[config.mk]
export PLATFORM = sky130hd
export DESIGN_NAME = asp_top
export DESIGN_NICKNAME = d
export VERILOG_FILES = /design/src/logic/asp_pkg.sv /design/src/logic/asp_tx.sv /design/src/logic/asp_top.sv
export SDC_FILE = /design/constraint.sdc
export NUM_CORES = 1
export LEC_CHECK = 0
export BUFFER_PORTS_ARGS = -buffer_cell sky130_fd_sc_hd__clkbuf_2
export CAP_MARGIN = 20
export CORE_MARGIN = 1.5
export CORE_UTILIZATION = 55
export DETAILED_ROUTE_END_ITERATION = 8
export PLACE_DENSITY = 0.72
export SYNTH_ARGS = -nofsm -noshare
export SYNTH_HDL_FRONTEND = slang
export SYNTH_SLANG_ARGS = --single-unit
[constraint.sdc]
create_clock -name CLK_I -period 3.4 [get_ports CLK_I]
set_input_delay 0.51 -clock CLK_I [delete_from_list [all_inputs] [get_ports CLK_I]]
set_output_delay 0.51 -clock CLK_I [all_outputs]
set_load 0.1 [all_outputs]
[src/logic/asp_pkg.sv]
package asp_pkg;

	// ----------------------------------------
	// bit rates and clock
	// ----------------------------------------
	localparam int unsigned CLK_HZ         = 200_000_000;
	localparam int          RATE_W         = 4;
	localparam int          NUM_RATES      = 12;
	localparam int          DIV_W          = 16;
	localparam int          BAUD_LIST [NUM_RATES] = '{
		9600, 19200, 38400, 57600, 115200, 230400,
		460800, 921600, 3000000, 3250000, 6000000, 6500000};
	localparam logic [RATE_W-1:0] RATE_DEFAULT = 4'h4;

	// ----------------------------------------
	// character formats
	// ----------------------------------------
	typedef enum logic [2:0] {
		ASP_FMT_8N2,
		ASP_FMT_8N1,
		ASP_FMT_8E1,
		ASP_FMT_8O1,
		ASP_FMT_7E1,
		ASP_FMT_7O1
	} asp_fmt_e;
	localparam asp_fmt_e FMT_DEFAULT = ASP_FMT_8N1;

	// ----------------------------------------
	// flow control and in-band characters
	// ----------------------------------------
	localparam logic      FLOW_NONE   = 1'b0;
	localparam logic      FLOW_SW     = 1'b1;
	localparam logic [7:0] CHAR_XON   = 8'h11;
	localparam logic [7:0] CHAR_XOFF  = 8'h13;
	localparam logic [7:0] CHAR_AUTO  = 8'h41;

	// ----------------------------------------
	// line levels
	// ----------------------------------------
	localparam logic LINE_IDLE  = 1'b1;
	localparam logic LINE_START = 1'b0;
	localparam logic LINE_STOP  = 1'b1;

	// ----------------------------------------
	// helpers
	// ----------------------------------------
	function automatic logic [DIV_W-1:0] asp_div(input logic [RATE_W-1:0] r);
		int d;
		d = 1;
		for (int i = 0; i < NUM_RATES; i++) begin
			if (r == RATE_W'(i)) begin
				d = int'(CLK_HZ / BAUD_LIST[i]);
			end
		end
		return DIV_W'(d);
	endfunction : asp_div

	function automatic logic [3:0] asp_data_bits(input asp_fmt_e f);
		return (f == ASP_FMT_7E1 || f == ASP_FMT_7O1) ? 4'h7 : 4'h8;
	endfunction : asp_data_bits

	function automatic logic asp_has_par(input asp_fmt_e f);
		return f inside {ASP_FMT_8E1, ASP_FMT_8O1, ASP_FMT_7E1, ASP_FMT_7O1};
	endfunction : asp_has_par

	function automatic logic asp_odd(input asp_fmt_e f);
		return (f == ASP_FMT_8O1 || f == ASP_FMT_7O1);
	endfunction : asp_odd

endpackage : asp_pkg

[src/logic/asp_tx.sv]
`timescale 1ns/1ps
module asp_tx
	import asp_pkg::*;
(
	// clock and reset
	input  wire logic                 clk_i,
	input  wire logic                 arst_n_i,
	input  wire logic                 ce_i,
	// configuration
	input  wire logic [DIV_W-1:0]     div_i,
	input  asp_fmt_e                  fmt_i,
	input  wire logic                 en_i,
	// character in
	input  wire logic                 valid_i,
	input  wire logic [7:0]           data_i,
	output logic                      ready_o,
	// line
	output logic                      txd_o
);

	// frame shifts out lsb first: start, data, parity, stop(s)
	logic [11:0]      sh_q;
	logic [3:0]       left_q;
	logic [DIV_W-1:0] cnt_q;
	logic             busy_q;
	logic [11:0]      frame;
	logic [3:0]       nbits;
	logic             par;
	logic [7:0]       dmask;

	assign dmask   = (asp_data_bits(fmt_i) == 4'h7) ? {1'b0, data_i[6:0]} : data_i;
	assign par     = ^dmask ^ asp_odd(fmt_i);
	assign nbits   = 4'h1 + asp_data_bits(fmt_i) + {3'h0, asp_has_par(fmt_i)}
		+ ((fmt_i == ASP_FMT_8N2) ? 4'h2 : 4'h1);
	assign frame   = (asp_data_bits(fmt_i) == 4'h7)
		? {2'h3, LINE_STOP, par, dmask[6:0], LINE_START}
		: (asp_has_par(fmt_i) ? {1'b1, LINE_STOP, par, dmask, LINE_START}
		                      : {1'b1, LINE_STOP, LINE_STOP, dmask, LINE_START});
	assign ready_o = en_i && !busy_q;

	always_ff @(posedge clk_i or negedge arst_n_i) begin
		if (!arst_n_i) begin
			sh_q   <= '1;
			left_q <= '0;
			cnt_q  <= '0;
			busy_q <= 1'b0;
			txd_o  <= LINE_IDLE;
		end else if (ce_i) begin
			if (!busy_q) begin
				txd_o <= LINE_IDLE;
				if (valid_i && en_i) begin
					sh_q   <= frame;
					left_q <= nbits;
					cnt_q  <= '0;
					busy_q <= 1'b1;
				end
			end else if (cnt_q == '0) begin
				txd_o  <= sh_q[0];
				sh_q   <= {1'b1, sh_q[11:1]};
				cnt_q  <= div_i - DIV_W'(1);
				left_q <= left_q - 4'h1;
				if (left_q == 4'h0) begin
					busy_q <= 1'b0;
					txd_o  <= LINE_IDLE;
				end
			end else begin
				cnt_q <= cnt_q - DIV_W'(1);
			end
		end
	end

endmodule : asp_tx

[src/logic/asp_top.sv]
`timescale 1ns/1ps
module asp_top
	import asp_pkg::*;
(
	// clock and reset
	input  wire logic                 CLK_I,
	input  wire logic                 ARST_N_I,
	input  wire logic                 CE_I,
	// commands
	input  wire logic                 PIN_FUNC_SEL_I,
	input  wire logic                 AUTO_EN_I,
	input  wire logic                 BIT_RATE_CMD_I,
	input  wire logic [RATE_W-1:0]    BIT_RATE_I,
	input  wire logic                 CHAR_FMT_CMD_I,
	input  asp_pkg::asp_fmt_e         CHAR_FMT_I,
	input  wire logic                 FLOW_CTRL_CMD_I,
	input  wire logic                 FLOW_CTRL_I,
	// shared bus pins
	input  wire logic                 SCL_I,
	output logic                      SCL_O,
	output logic                      SCL_OE_O,
	input  wire logic                 SDA_I,
	output logic                      SDA_O,
	output logic                      SDA_OE_O,
	// character streams
	input  wire logic                 TX_VALID_I,
	input  wire logic [7:0]           TX_DATA_I,
	output logic                      TX_READY_O,
	output logic                      RX_VALID_O,
	output logic [7:0]                RX_DATA_O,
	output logic                      RX_PAR_ERR_O,
	// status
	output logic                      PORT_ON_O,
	output logic                      DETECT_DONE_O,
	output logic [RATE_W-1:0]         RATE_O,
	output asp_pkg::asp_fmt_e         FMT_O,
	output logic                      FLOW_O,
	output logic                      DTR_ON_O
);
	import asp_pkg::*;

	// ----------------------------------------
	// configuration state
	// ----------------------------------------
	typedef enum logic [2:0] {S_WAIT, S_MEAS, S_GAP, S_SAMP, S_DONE} asp_det_e;
	asp_det_e         det_q;
	logic             on_q, tx_pin_q;
	logic [RATE_W-1:0] rate_q;
	asp_fmt_e         fmt_q;
	logic             flow_q, xoff_q, detected_q;
	logic [DIV_W-1:0] div_q;
	logic [23:0]      meas_q;
	logic [9:0]       smp_q;
	logic [3:0]       sn_q;

	always_ff @(posedge CLK_I or negedge ARST_N_I) begin
		if (!ARST_N_I) begin
			on_q <= 1'b0;
		end else if (CE_I) begin
			on_q <= PIN_FUNC_SEL_I;
		end
	end

	// ----------------------------------------
	// one-shot autobaud and format detection
	// ----------------------------------------
	// measures the start-bit width of an 'A' (lsb 1) then samples the frame
	logic [RATE_W-1:0] best;
	always_comb begin
		best = RATE_DEFAULT;
		for (int i = 0; i < NUM_RATES; i++) begin
			if (meas_q >= 24'(asp_div(RATE_W'(i)) - (asp_div(RATE_W'(i)) >> 2))
				&& meas_q <= 24'(asp_div(RATE_W'(i)) + (asp_div(RATE_W'(i)) >> 2)))
				best = RATE_W'(i);
		end
	end

	logic     det_fmt_ok, low_ok;
	asp_fmt_e det_fmt;
	// smp_q holds bits 1..10 after start; 'A' is 0x41
	// 8N1, 8N2, 8O1 and 7E1 send alike bits for 'A' with idle behind: all settle on 8N1
	assign low_ok = (smp_q[6:0] == CHAR_AUTO[6:0]);
	always_comb begin
		det_fmt    = FMT_DEFAULT;
		det_fmt_ok = low_ok;
		if (smp_q[7] != CHAR_AUTO[7]) begin
			det_fmt    = ASP_FMT_7O1;
			det_fmt_ok = low_ok && smp_q[8] == LINE_STOP;
		end else if (smp_q[8] == LINE_STOP) begin
			det_fmt = ASP_FMT_8N1;
		end else begin
			det_fmt    = ASP_FMT_8E1;
			det_fmt_ok = low_ok && smp_q[9] == LINE_STOP;
		end
	end

	logic [DIV_W-1:0] cnt_q;
	always_ff @(posedge CLK_I or negedge ARST_N_I) begin
		if (!ARST_N_I) begin
			det_q      <= S_WAIT;
			rate_q     <= RATE_DEFAULT;
			fmt_q      <= FMT_DEFAULT;
			flow_q     <= FLOW_NONE;
			div_q      <= asp_div(RATE_DEFAULT);
			detected_q <= 1'b0;
			meas_q     <= '0;
			smp_q      <= '0;
			sn_q       <= '0;
			cnt_q      <= '0;
		end else if (CE_I) begin
			unique case (det_q)
				S_WAIT: begin
					if (!AUTO_EN_I) begin
						det_q <= S_DONE;
					end else if (on_q && SDA_I == LINE_START) begin
						det_q  <= S_MEAS;
						meas_q <= 24'h1;
					end
				end
				S_MEAS: begin
					if (SDA_I != LINE_START) begin
						rate_q <= best;
						div_q  <= asp_div(best);
						cnt_q  <= asp_div(best) >> 1;
						sn_q   <= '0;
						det_q  <= S_SAMP;
					end else if (meas_q != '1) begin
						meas_q <= meas_q + 24'h1;
					end
				end
				S_SAMP: begin
					if (cnt_q == '0) begin
						smp_q <= {SDA_I, smp_q[9:1]};
						sn_q  <= sn_q + 4'h1;
						cnt_q <= div_q - DIV_W'(1);
						if (sn_q == 4'h9) begin
							det_q <= S_GAP;
						end
					end else begin
						cnt_q <= cnt_q - DIV_W'(1);
					end
				end
				S_GAP: begin
					if (det_fmt_ok) begin
						fmt_q <= det_fmt;
					end
					detected_q <= 1'b1;
					det_q      <= S_DONE;
				end
				S_DONE: begin
					if (BIT_RATE_CMD_I && BIT_RATE_I < RATE_W'(NUM_RATES)) begin
						rate_q <= BIT_RATE_I;
						div_q  <= asp_div(BIT_RATE_I);
					end
					if (CHAR_FMT_CMD_I) begin
						fmt_q <= CHAR_FMT_I;
					end
					if (FLOW_CTRL_CMD_I) begin
						flow_q <= FLOW_CTRL_I;
					end
				end
			endcase
		end
	end

	// ----------------------------------------
	// receiver
	// ----------------------------------------
	// only command and trace characters; no framing layer above bytes
	logic [3:0]       rn_q;
	logic [DIV_W-1:0] rc_q;
	logic [9:0]       rs_q;
	logic             rbusy_q;
	logic [3:0]       rlast;
	logic             rpar;
	assign rlast = asp_data_bits(fmt_q) + {3'h0, asp_has_par(fmt_q)};
	// 7-bit frames fill rs_q[9:2] only; rs_q[1] still holds a bit of the frame before
	assign rpar  = asp_has_par(fmt_q)
		&& (((asp_data_bits(fmt_q) == 4'h7) ? ^rs_q[9:2] : ^rs_q[9:1]) ^ asp_odd(fmt_q));

	logic [7:0] rxd;
	assign rxd = asp_has_par(fmt_q)
		? ((asp_data_bits(fmt_q) == 4'h7) ? {1'b0, rs_q[8:2]} : rs_q[8:1])
		: ((asp_data_bits(fmt_q) == 4'h7) ? {1'b0, rs_q[9:3]} : rs_q[9:2]);

	always_ff @(posedge CLK_I or negedge ARST_N_I) begin
		if (!ARST_N_I) begin
			rbusy_q      <= 1'b0;
			rn_q         <= '0;
			rc_q         <= '0;
			rs_q         <= '0;
			RX_VALID_O   <= 1'b0;
			RX_DATA_O    <= '0;
			RX_PAR_ERR_O <= 1'b0;
			xoff_q       <= 1'b0;
		end else if (CE_I) begin
			RX_VALID_O <= 1'b0;
			if (!on_q || det_q != S_DONE) begin
				rbusy_q <= 1'b0;
			end else if (!rbusy_q) begin
				if (SDA_I == LINE_START) begin
					rbusy_q <= 1'b1;
					rc_q    <= (div_q >> 1) + div_q;
					rn_q    <= '0;
				end
			end else if (rc_q == '0) begin
				rn_q  <= rn_q + 4'h1;
				rc_q  <= div_q - DIV_W'(1);
				if (rn_q != rlast) begin
					rs_q <= {SDA_I, rs_q[9:1]};
				end else begin
					// stop bit centre: the frame is whole and the line high again,
					// so a low last bit cannot pass for the next start bit
					rbusy_q <= 1'b0;
					// with software flow control on, xon/xoff are consumed, not delivered
					if (flow_q == FLOW_SW && rxd == CHAR_XOFF) begin
						xoff_q <= 1'b1;
					end else if (flow_q == FLOW_SW && rxd == CHAR_XON) begin
						xoff_q <= 1'b0;
					end else begin
						RX_VALID_O   <= 1'b1;
						RX_DATA_O    <= rxd;
						RX_PAR_ERR_O <= rpar;
					end
				end
			end else begin
				rc_q <= rc_q - DIV_W'(1);
			end
		end
	end

	// ----------------------------------------
	// transmitter and pin drive
	// ----------------------------------------
	logic tx_rdy, txd, tx_en, tx_take;
	assign tx_en   = on_q && det_q == S_DONE && !xoff_q;
	// a byte moves only where valid meets the registered ready that the host sees
	assign tx_take = TX_VALID_I && TX_READY_O;
	asp_tx u_tx (
		.clk_i    (CLK_I),
		.arst_n_i (ARST_N_I),
		.ce_i     (CE_I),
		.div_i    (div_q),
		.fmt_i    (fmt_q),
		.en_i     (tx_en),
		.valid_i  (tx_take),
		.data_i   (TX_DATA_I),
		.ready_o  (tx_rdy),
		.txd_o    (txd)
	);

	always_ff @(posedge CLK_I or negedge ARST_N_I) begin
		if (!ARST_N_I) begin
			SCL_O         <= LINE_IDLE;
			SCL_OE_O      <= 1'b0;
			SDA_O         <= LINE_IDLE;
			SDA_OE_O      <= 1'b0;
			TX_READY_O    <= 1'b0;
			PORT_ON_O     <= 1'b0;
			DETECT_DONE_O <= 1'b0;
			RATE_O        <= RATE_DEFAULT;
			FMT_O         <= FMT_DEFAULT;
			FLOW_O        <= FLOW_NONE;
			DTR_ON_O      <= 1'b0;
			tx_pin_q      <= 1'b0;
		end else if (CE_I) begin
			SCL_O         <= txd;
			SCL_OE_O      <= on_q;
			SDA_O         <= LINE_IDLE;
			SDA_OE_O      <= 1'b0;
			TX_READY_O    <= tx_rdy && !(TX_VALID_I && TX_READY_O);
			PORT_ON_O     <= on_q;
			DETECT_DONE_O <= detected_q;
			RATE_O        <= rate_q;
			FMT_O         <= fmt_q;
			FLOW_O        <= flow_q;
			DTR_ON_O      <= 1'b1;
			tx_pin_q      <= SCL_I;
		end
	end

endmodule : asp_top

# Yosys cells after proc, flatten, opt, wreduce, memory -nomap -nowiden
# Index checks and enable logic that the tools add are counted.
# word_totals
ff_bits,172
word_cells,307
inputBits,27
# op_classes
reduce_logical,68
magnitude_cmp,25
eq_ne,52
addsub,13
bitwise,7
n_mux,110
# op_table
operator,count
16-bit 2-to-1 mux,31
24-bit 2-to-1 mux,4
16-bit case mux with 2 select lines,2
"16-bit by 1-bit subtractor with 16-bit output, second input constant",4
4-bit 2-to-1 mux,15
"24-bit by 12-bit >= comparator with 1-bit output, second input constant",2
"24-bit by 5-bit >= comparator with 1-bit output, second input constant",2
"24-bit by 6-bit >= comparator with 1-bit output, second input constant",2
"24-bit by 13-bit <= comparator with 1-bit output, second input constant",2
"24-bit by 6-bit <= comparator with 1-bit output, second input constant",2
"24-bit by 7-bit <= comparator with 1-bit output, second input constant",2
16-bit zero test,3
12-bit 2-to-1 mux,4
3-bit 2-to-1 mux,16
24-bit case mux with 2 select lines,1
15-bit 2-to-1 mux,3
"4-bit by 3-bit == test with 1-bit output, second input constant",9
"4-bit == test, second input constant",9
8-bit 2-to-1 mux,4
1-bit logical AND,25
"24-bit by 1-bit adder with 24-bit output, second input constant",1
"24-bit by 10-bit >= comparator with 1-bit output, second input constant",1
"24-bit by 11-bit >= comparator with 1-bit output, second input constant",1
"24-bit by 13-bit >= comparator with 1-bit output, second input constant",1
50 further kinds,129

# Depth between registers and ports, before layout
# depth
depth_word,29
ltp_mapped,13
ltp_nobuf,12

# Hierarchy
# A second synthesis with hierarchy kept.
# hier_totals
cells_unflattened,1420
hier_area_um2,11891.4
# modules_own_cells
module,instances,area_each_um2,cells_per_inst
asp_top,1,9580.4,1141
asp_tx,1,2311.0,279

# Worst setup path before layout
# OpenSTA, ideal clock, no wires.
# synth_timing
path_type,register -> register
start,reg meas_q[1]
end,reg div_q[10]
slack_ns,0.429
n_path_buf,2
required_ns,3.311
setup_ns,0.089
arrival_ns,2.882
period_less_slack_ns,2.971
path_stages_with_launch,14
path_cell_list,dfrtp_1 > buf_2 > inv_1 > ha_1 > or3b_4 > nor4_4 > nor2_1 > or3_4 > and2_1 > buf_6 > and3_1 > a41o_1 > a211oi_1 > a21oi_1
# synth_between
elab_chain_len,28
word_cells_on_any_way,72
cone_classes,24 x order compare; 11 x eq/ne; 25 x mux; 12 x reduce/logical
# synth_rtl
element,line_no,rtl
from (decl),asp_top.sv:52,logic [23:0] meas_q;
from (signal assigned),asp_top.sv:128,meas_q <= meas_q + 24'h1;
24-bit by 14-bit >= comparator with 1-bit output or 24-bit by 15-bit <= comparator with 1-bit output (tied branches),"asp_top.sv:72, asp_top.sv:73",
1-bit logical AND,asp_top.sv:73,&& meas_q <= 24'(asp_div(RATE_W'(i)) + (asp_div(RATE_W'(i)) >> 2)))
3-bit 2-to-1 mux (8 in a row),asp_top.sv:72,if (meas_q >= 24'(asp_div(RATE_W'(i)) - (asp_div(RATE_W'(i)) >> 2))
4-bit 2-to-1 mux (3 in a row),asp_top.sv:72,
4-bit 2-to-1 mux *,asp_top.sv:72,
4-bit by 1-bit == test with 1-bit output,asp_pkg.sv:51,if (r == RATE_W'(i)) begin
15-bit 2-to-1 mux,asp_pkg.sv:51,
16-bit 2-to-1 mux (9 in a row),asp_pkg.sv:51,
16-bit 2-to-1 mux *,asp_pkg.sv:51,
16-bit 2-to-1 mux *,asp_top.sv:121,if (SDA_I != LINE_START) begin
16-bit case mux with 2 select lines *,asp_top.sv:111,unique case (det_q)
to (signal assigned),asp_top.sv:104,div_q <= asp_div(RATE_DEFAULT);
to (signal assigned),asp_top.sv:123,div_q <= asp_div(best);
to (signal assigned),asp_top.sv:153,div_q <= asp_div(BIT_RATE_I);
to (decl),asp_top.sv:51,logic [DIV_W-1:0] div_q;
# Every way passes the cells marked *; elsewhere a longest branch is shown, timed or not. The select of a mux whose other input is x is not followed.
# A chain may end at the register's enable or synchronous reset.

# Worst setup path in the final report
# layout_timing
start,reg meas_q[4]
end,reg cnt_q[1]
# layout_between
elab_chain_len,28
word_cells_on_any_way,72
cone_classes,24 x order compare; 11 x eq/ne; 25 x mux; 12 x reduce/logical
# layout_rtl
element,line_no,rtl
24-bit by 14-bit >= comparator with 1-bit output or 24-bit by 15-bit <= comparator with 1-bit output (tied branches),"asp_top.sv:72, asp_top.sv:73",
1-bit logical AND,asp_top.sv:73,
3-bit 2-to-1 mux (8 in a row),asp_top.sv:72,
4-bit 2-to-1 mux (3 in a row),asp_top.sv:72,
4-bit 2-to-1 mux *,asp_top.sv:72,
4-bit by 1-bit == test with 1-bit output,asp_pkg.sv:51,
15-bit 2-to-1 mux,asp_pkg.sv:51,
16-bit 2-to-1 mux (9 in a row),asp_pkg.sv:51,
16-bit 2-to-1 mux *,asp_pkg.sv:51,
16-bit 2-to-1 mux *,asp_top.sv:121,
16-bit case mux with 2 select lines *,asp_top.sv:111,
to (signal assigned),asp_top.sv:124,cnt_q <= asp_div(best) >> 1;
to (signal assigned),asp_top.sv:135,cnt_q <= div_q - DIV_W'(1);
to (signal assigned),asp_top.sv:140,cnt_q <= cnt_q - DIV_W'(1);
to (decl),asp_top.sv:97,logic [DIV_W-1:0] cnt_q;
# Marks and branches as above.

==> results.md <==
- Final hold vios: 0
- Total global routing overflow: 0
- Power after layout: 9.57 mW
- Buffers and inverters on the worst path: 0
- Mapped Area: 11900 µm²
- Synthesis-to-finish area growth: 10.6%
- DRT iter0 DRCs: 1100
- Vias: 10941
- Starting density of the core: 0.564
- Critical R2R Capture: cnt_q[1]
- Fmax: 0.310 GHz
- Core Box Area: 21200 µm²
- First-pass GRT wire length: 53100 µm
- Number of remaining DRC errors: 0
- YS warnings: 0
- Slew Viols, Final: 0
- Largest net degree at the start of global routing: 83
- Worst R2R Start: meas_q[4]
- Chip Height: 150 µm
- Total CTS buffers: 17
- ANT cells: 0
- Routed length on met1: 14700 µm
- Setup_tns: 0 ns
- Max Cap Viol: 0
- Fin nets: 1545
- Critical Path Slowest Stage Cell: dfrtp_1
- Hold_buf cts: 0
- Layout cell share with drive strength beyond 1: 0.156
- HPWL after detailed placement: 23100 µm
- Core Rows: 53
- Period utilization: 0.948
- Async SR Flop Fraction: 1.00
- Critical path class: reg2reg
- Top FF cell, synth: dfrtp_1
- Insertion delay to the later sink of the worst-skew pair: 0.45 ns
- Via density: 6.23
- Post-route ant nets: 0
- R2r setup slk: 0.18 ns
- Reg2Reg Depth: 9
- Number of port buffers: 49
- Post-Syn Instances: 1441
- I/O pins: 53
- Total wire length: 31900 µm
- Synth cell types: 88
- Top routing layer in use: met4
- Max Buffers Root-to-Sink: 2
- Clk root buf: clkbuf_16
- CTS H-tree lvls: 4
- Initial antenna violation count: 0
- Wire length on met3: 1880 µm
- Critical path's top delay family: simple AND/OR/NAND/NOR gates
- Post-synth net total: 1517
- CTS sink count: 168
- EDFF count, synth: 0
- CP Capture Type: flip-flop
- # setup viols final: 0
- CP Launch Type: flip-flop
- Status: complete, no violations
- FF+latch count, synth: 168
- CP Max Fanout: 18
- Routed wl met2: 14700 µm
- Crit. Startpoint: meas_q[4]
- GRT Overall Usage: 0.293
- Chip Width: 150 µm
- RSZ-0062 raised after global routing: no
- Relative slew margins: 0.384
- Die Area: 22600 µm²
- Synth Area per Inst: 8.27 µm²
- CTS tree: yes
- Avg WL per Cell: 18.2 µm
- Clock Skews: 0.0175 ns
- Sequential share of the synthesized area: 0.355
- Clock transition at the registers of the reported paths: 0.09 ns
- Routability cong.: 0.947
- Critical Path AT: 3.58 ns
- Power density over the cells: 726 nW/µm²
- Vias in the first global route: 10489
- Worst-Margin Slew: 0.921 ns
- Critical path cell sequence: and2_1, a41oi_1, o221ai_1, a21oi_1, nor4_2, nand2b_1, o21a_1, or4_1, a22oi_1
- Hold WC Path Type: in2async
- Detailed Routing Iterations Pass 1: 6
- P_leak: 5.68 nW
- Min Tclk post-route: 3.22 ns
- Max rail drop VDD: 0.000579 V
- Critical path required time: 3.76 ns
- Crit path largest cell delay: 0.69 ns
## worst register-to-register path: stages, from the launching register on
cell and delay (ns):
dfrtp_1 0.69, and2_1 0.30, a41oi_1 0.20, o221ai_1 0.23
a21oi_1 0.18, nor4_2 0.52, nand2b_1 0.17, o21a_1 0.23
or4_1 0.44, a22oi_1 0.17
## Yosys cell counts, drive strengths merged (5+ instances only)
library cell / number / share of area
a21oi: 112 / 0.047
nor4: 23 / 0.014
o211ai: 7 / 0.0048
nor3b: 5 / 0.0031
nor2: 134 / 0.044
clkbuf: 61 / 0.019
inv: 61 / 0.019
a31oi: 40 / 0.021
nor4b: 5 / 0.0037
a22oi: 6 / 0.0042
o41ai: 5 / 0.0037
a21o: 9 / 0.0057
mux2i: 23 / 0.019
o21ai: 163 / 0.068
nand3b: 6 / 0.0038
or2: 9 / 0.0049
xor2: 16 / 0.012
nand4: 15 / 0.0079
and2: 10 / 0.0055
buf: 34 / 0.016
o22ai: 6 / 0.0031
dfstp: 21 / 0.046
o31ai: 14 / 0.0088
a311oi: 7 / 0.0051
nor3: 57 / 0.026
nor2b: 11 / 0.0058
a211oi: 22 / 0.014
o21a: 6 / 0.0038
a211o: 7 / 0.0051
dfrtp: 147 / 0.31
or4: 14 / 0.0098
nand2: 129 / 0.041
mux2: 37 / 0.035
ha: 47 / 0.049
nand2b: 15 / 0.0079
or3: 13 / 0.0072
nand3: 38 / 0.016
and3: 13 / 0.0068
and4: 5 / 0.0037
xnor2: 43 / 0.032
## cell type report
type	instances	area [µm²]
Clock inverter	15	216
Multi-Input combinational cell	1117	7060
Tap cell	275	344
Fill cell	1879	7970
Timing Repair Buffer	104	677
Inverter	61	229
Clock buffer	17	425
Sequential cell	168	4230
## cell families (layout without fill, tap and decap cells)
| group | Yosys count | in the layout | synth area share |
|---|---|---|---|
| adders and majority gates | 49 | 49 | 0.0527 |
| buffers and inverters | 156 | 197 | 0.0543 |
| other | 2 | 2 | 0.000630 |
| and+or+nand+nor | 512 | 512 | 0.219 |
| DFF | 168 | 168 | 0.355 |
| muxes | 60 | 60 | 0.0543 |
| xor gates and xnor gates | 59 | 59 | 0.0433 |
| AOI/OAI and AO/OA | 435 | 435 | 0.221 |
## registers in the layout, summed over array words and instances (netlist names), 3 cells and up
signal and flops:
RATE_O 4, meas_q 24, u_tx.cnt_q 16, rate_q 4
div_q 15, rc_q 16, det_q 3, fmt_q 3
rn_q 4, rs_q 9, FMT_O 3, sn_q 4
u_tx.left_q 4, cnt_q 16, RX_DATA_O 8, smp_q 10
u_tx.sh_q 10
## cell usage in the layout, fill, tap and decap left out, drive strengths merged, types with 7 or more instances in the layout
cell type  instances
a211o              7
a211oi            22
a21o               9
a21oi            112
a311oi             7
a31oi             40
and2              10
and3              13
buf               56
clkbuf            65
clkinv             8
dfrtp            147
dfstp             21
ha                47
inv               68
mux2              37
mux2i             23
nand2            129
nand2b            15
nand3             38
nand4             15
nor2             134
nor2b             11
nor3              57
nor4              23
o211ai             7
o21ai            163
o31ai             14
or2                9
or3               13
or4               14
xnor2             43
xor2              16
## worst max-delay path by stage
stage / end / slack, ns / depth (start not counted)
after floorplan: div_q[10] / 0.43 / 13
after global placement: div_q[2] / 0.32 / 9
after detailed placement: cnt_q[1] / 0.28 / 9
after CTS: div_q[2] / 0.24 / 9
after global routing: cnt_q[1] / 0.01 / 9
final: cnt_q[1] / 0.18 / 9
## layer usage
layer,global-route usage,vias up
met5,0,-
met4,0.0828,0
met3,0.0479,48
met2,0.470,375
met1,0.410,5233
li1,-,5285
## what timing repair did
item / in CTS / in global routing
buffers inserted: 0 / 0
resized for setup: 0 / 1
endpoints found under the setup margin: 0 / 1
## power by group
part	internal, mW	switching (mW)	total (mW)
Sequential	2.57	0.524	3.10
Combinational	1.62	2.78	4.41
Clock	1.03	1.04	2.07
Total	5.22	4.35	9.57
## through the flow
stage	hold slack [ns]	std cells	utilization	instance area, µm²	worst slack (ns)
final	0.111	1757	0.623	13200	0.178
after global placement	0.450	1725	0.593	12500	0.322
after global routing	0.189	1757	0.623	13200	0.0110
after floorplan	0.214	1441	-	11900	0.429
after detailed placement	0.453	1725	0.593	12500	0.283
after CTS	0.161	1757	0.623	13200	0.237
No activity file was read; power rests on OpenSTA's default activity.
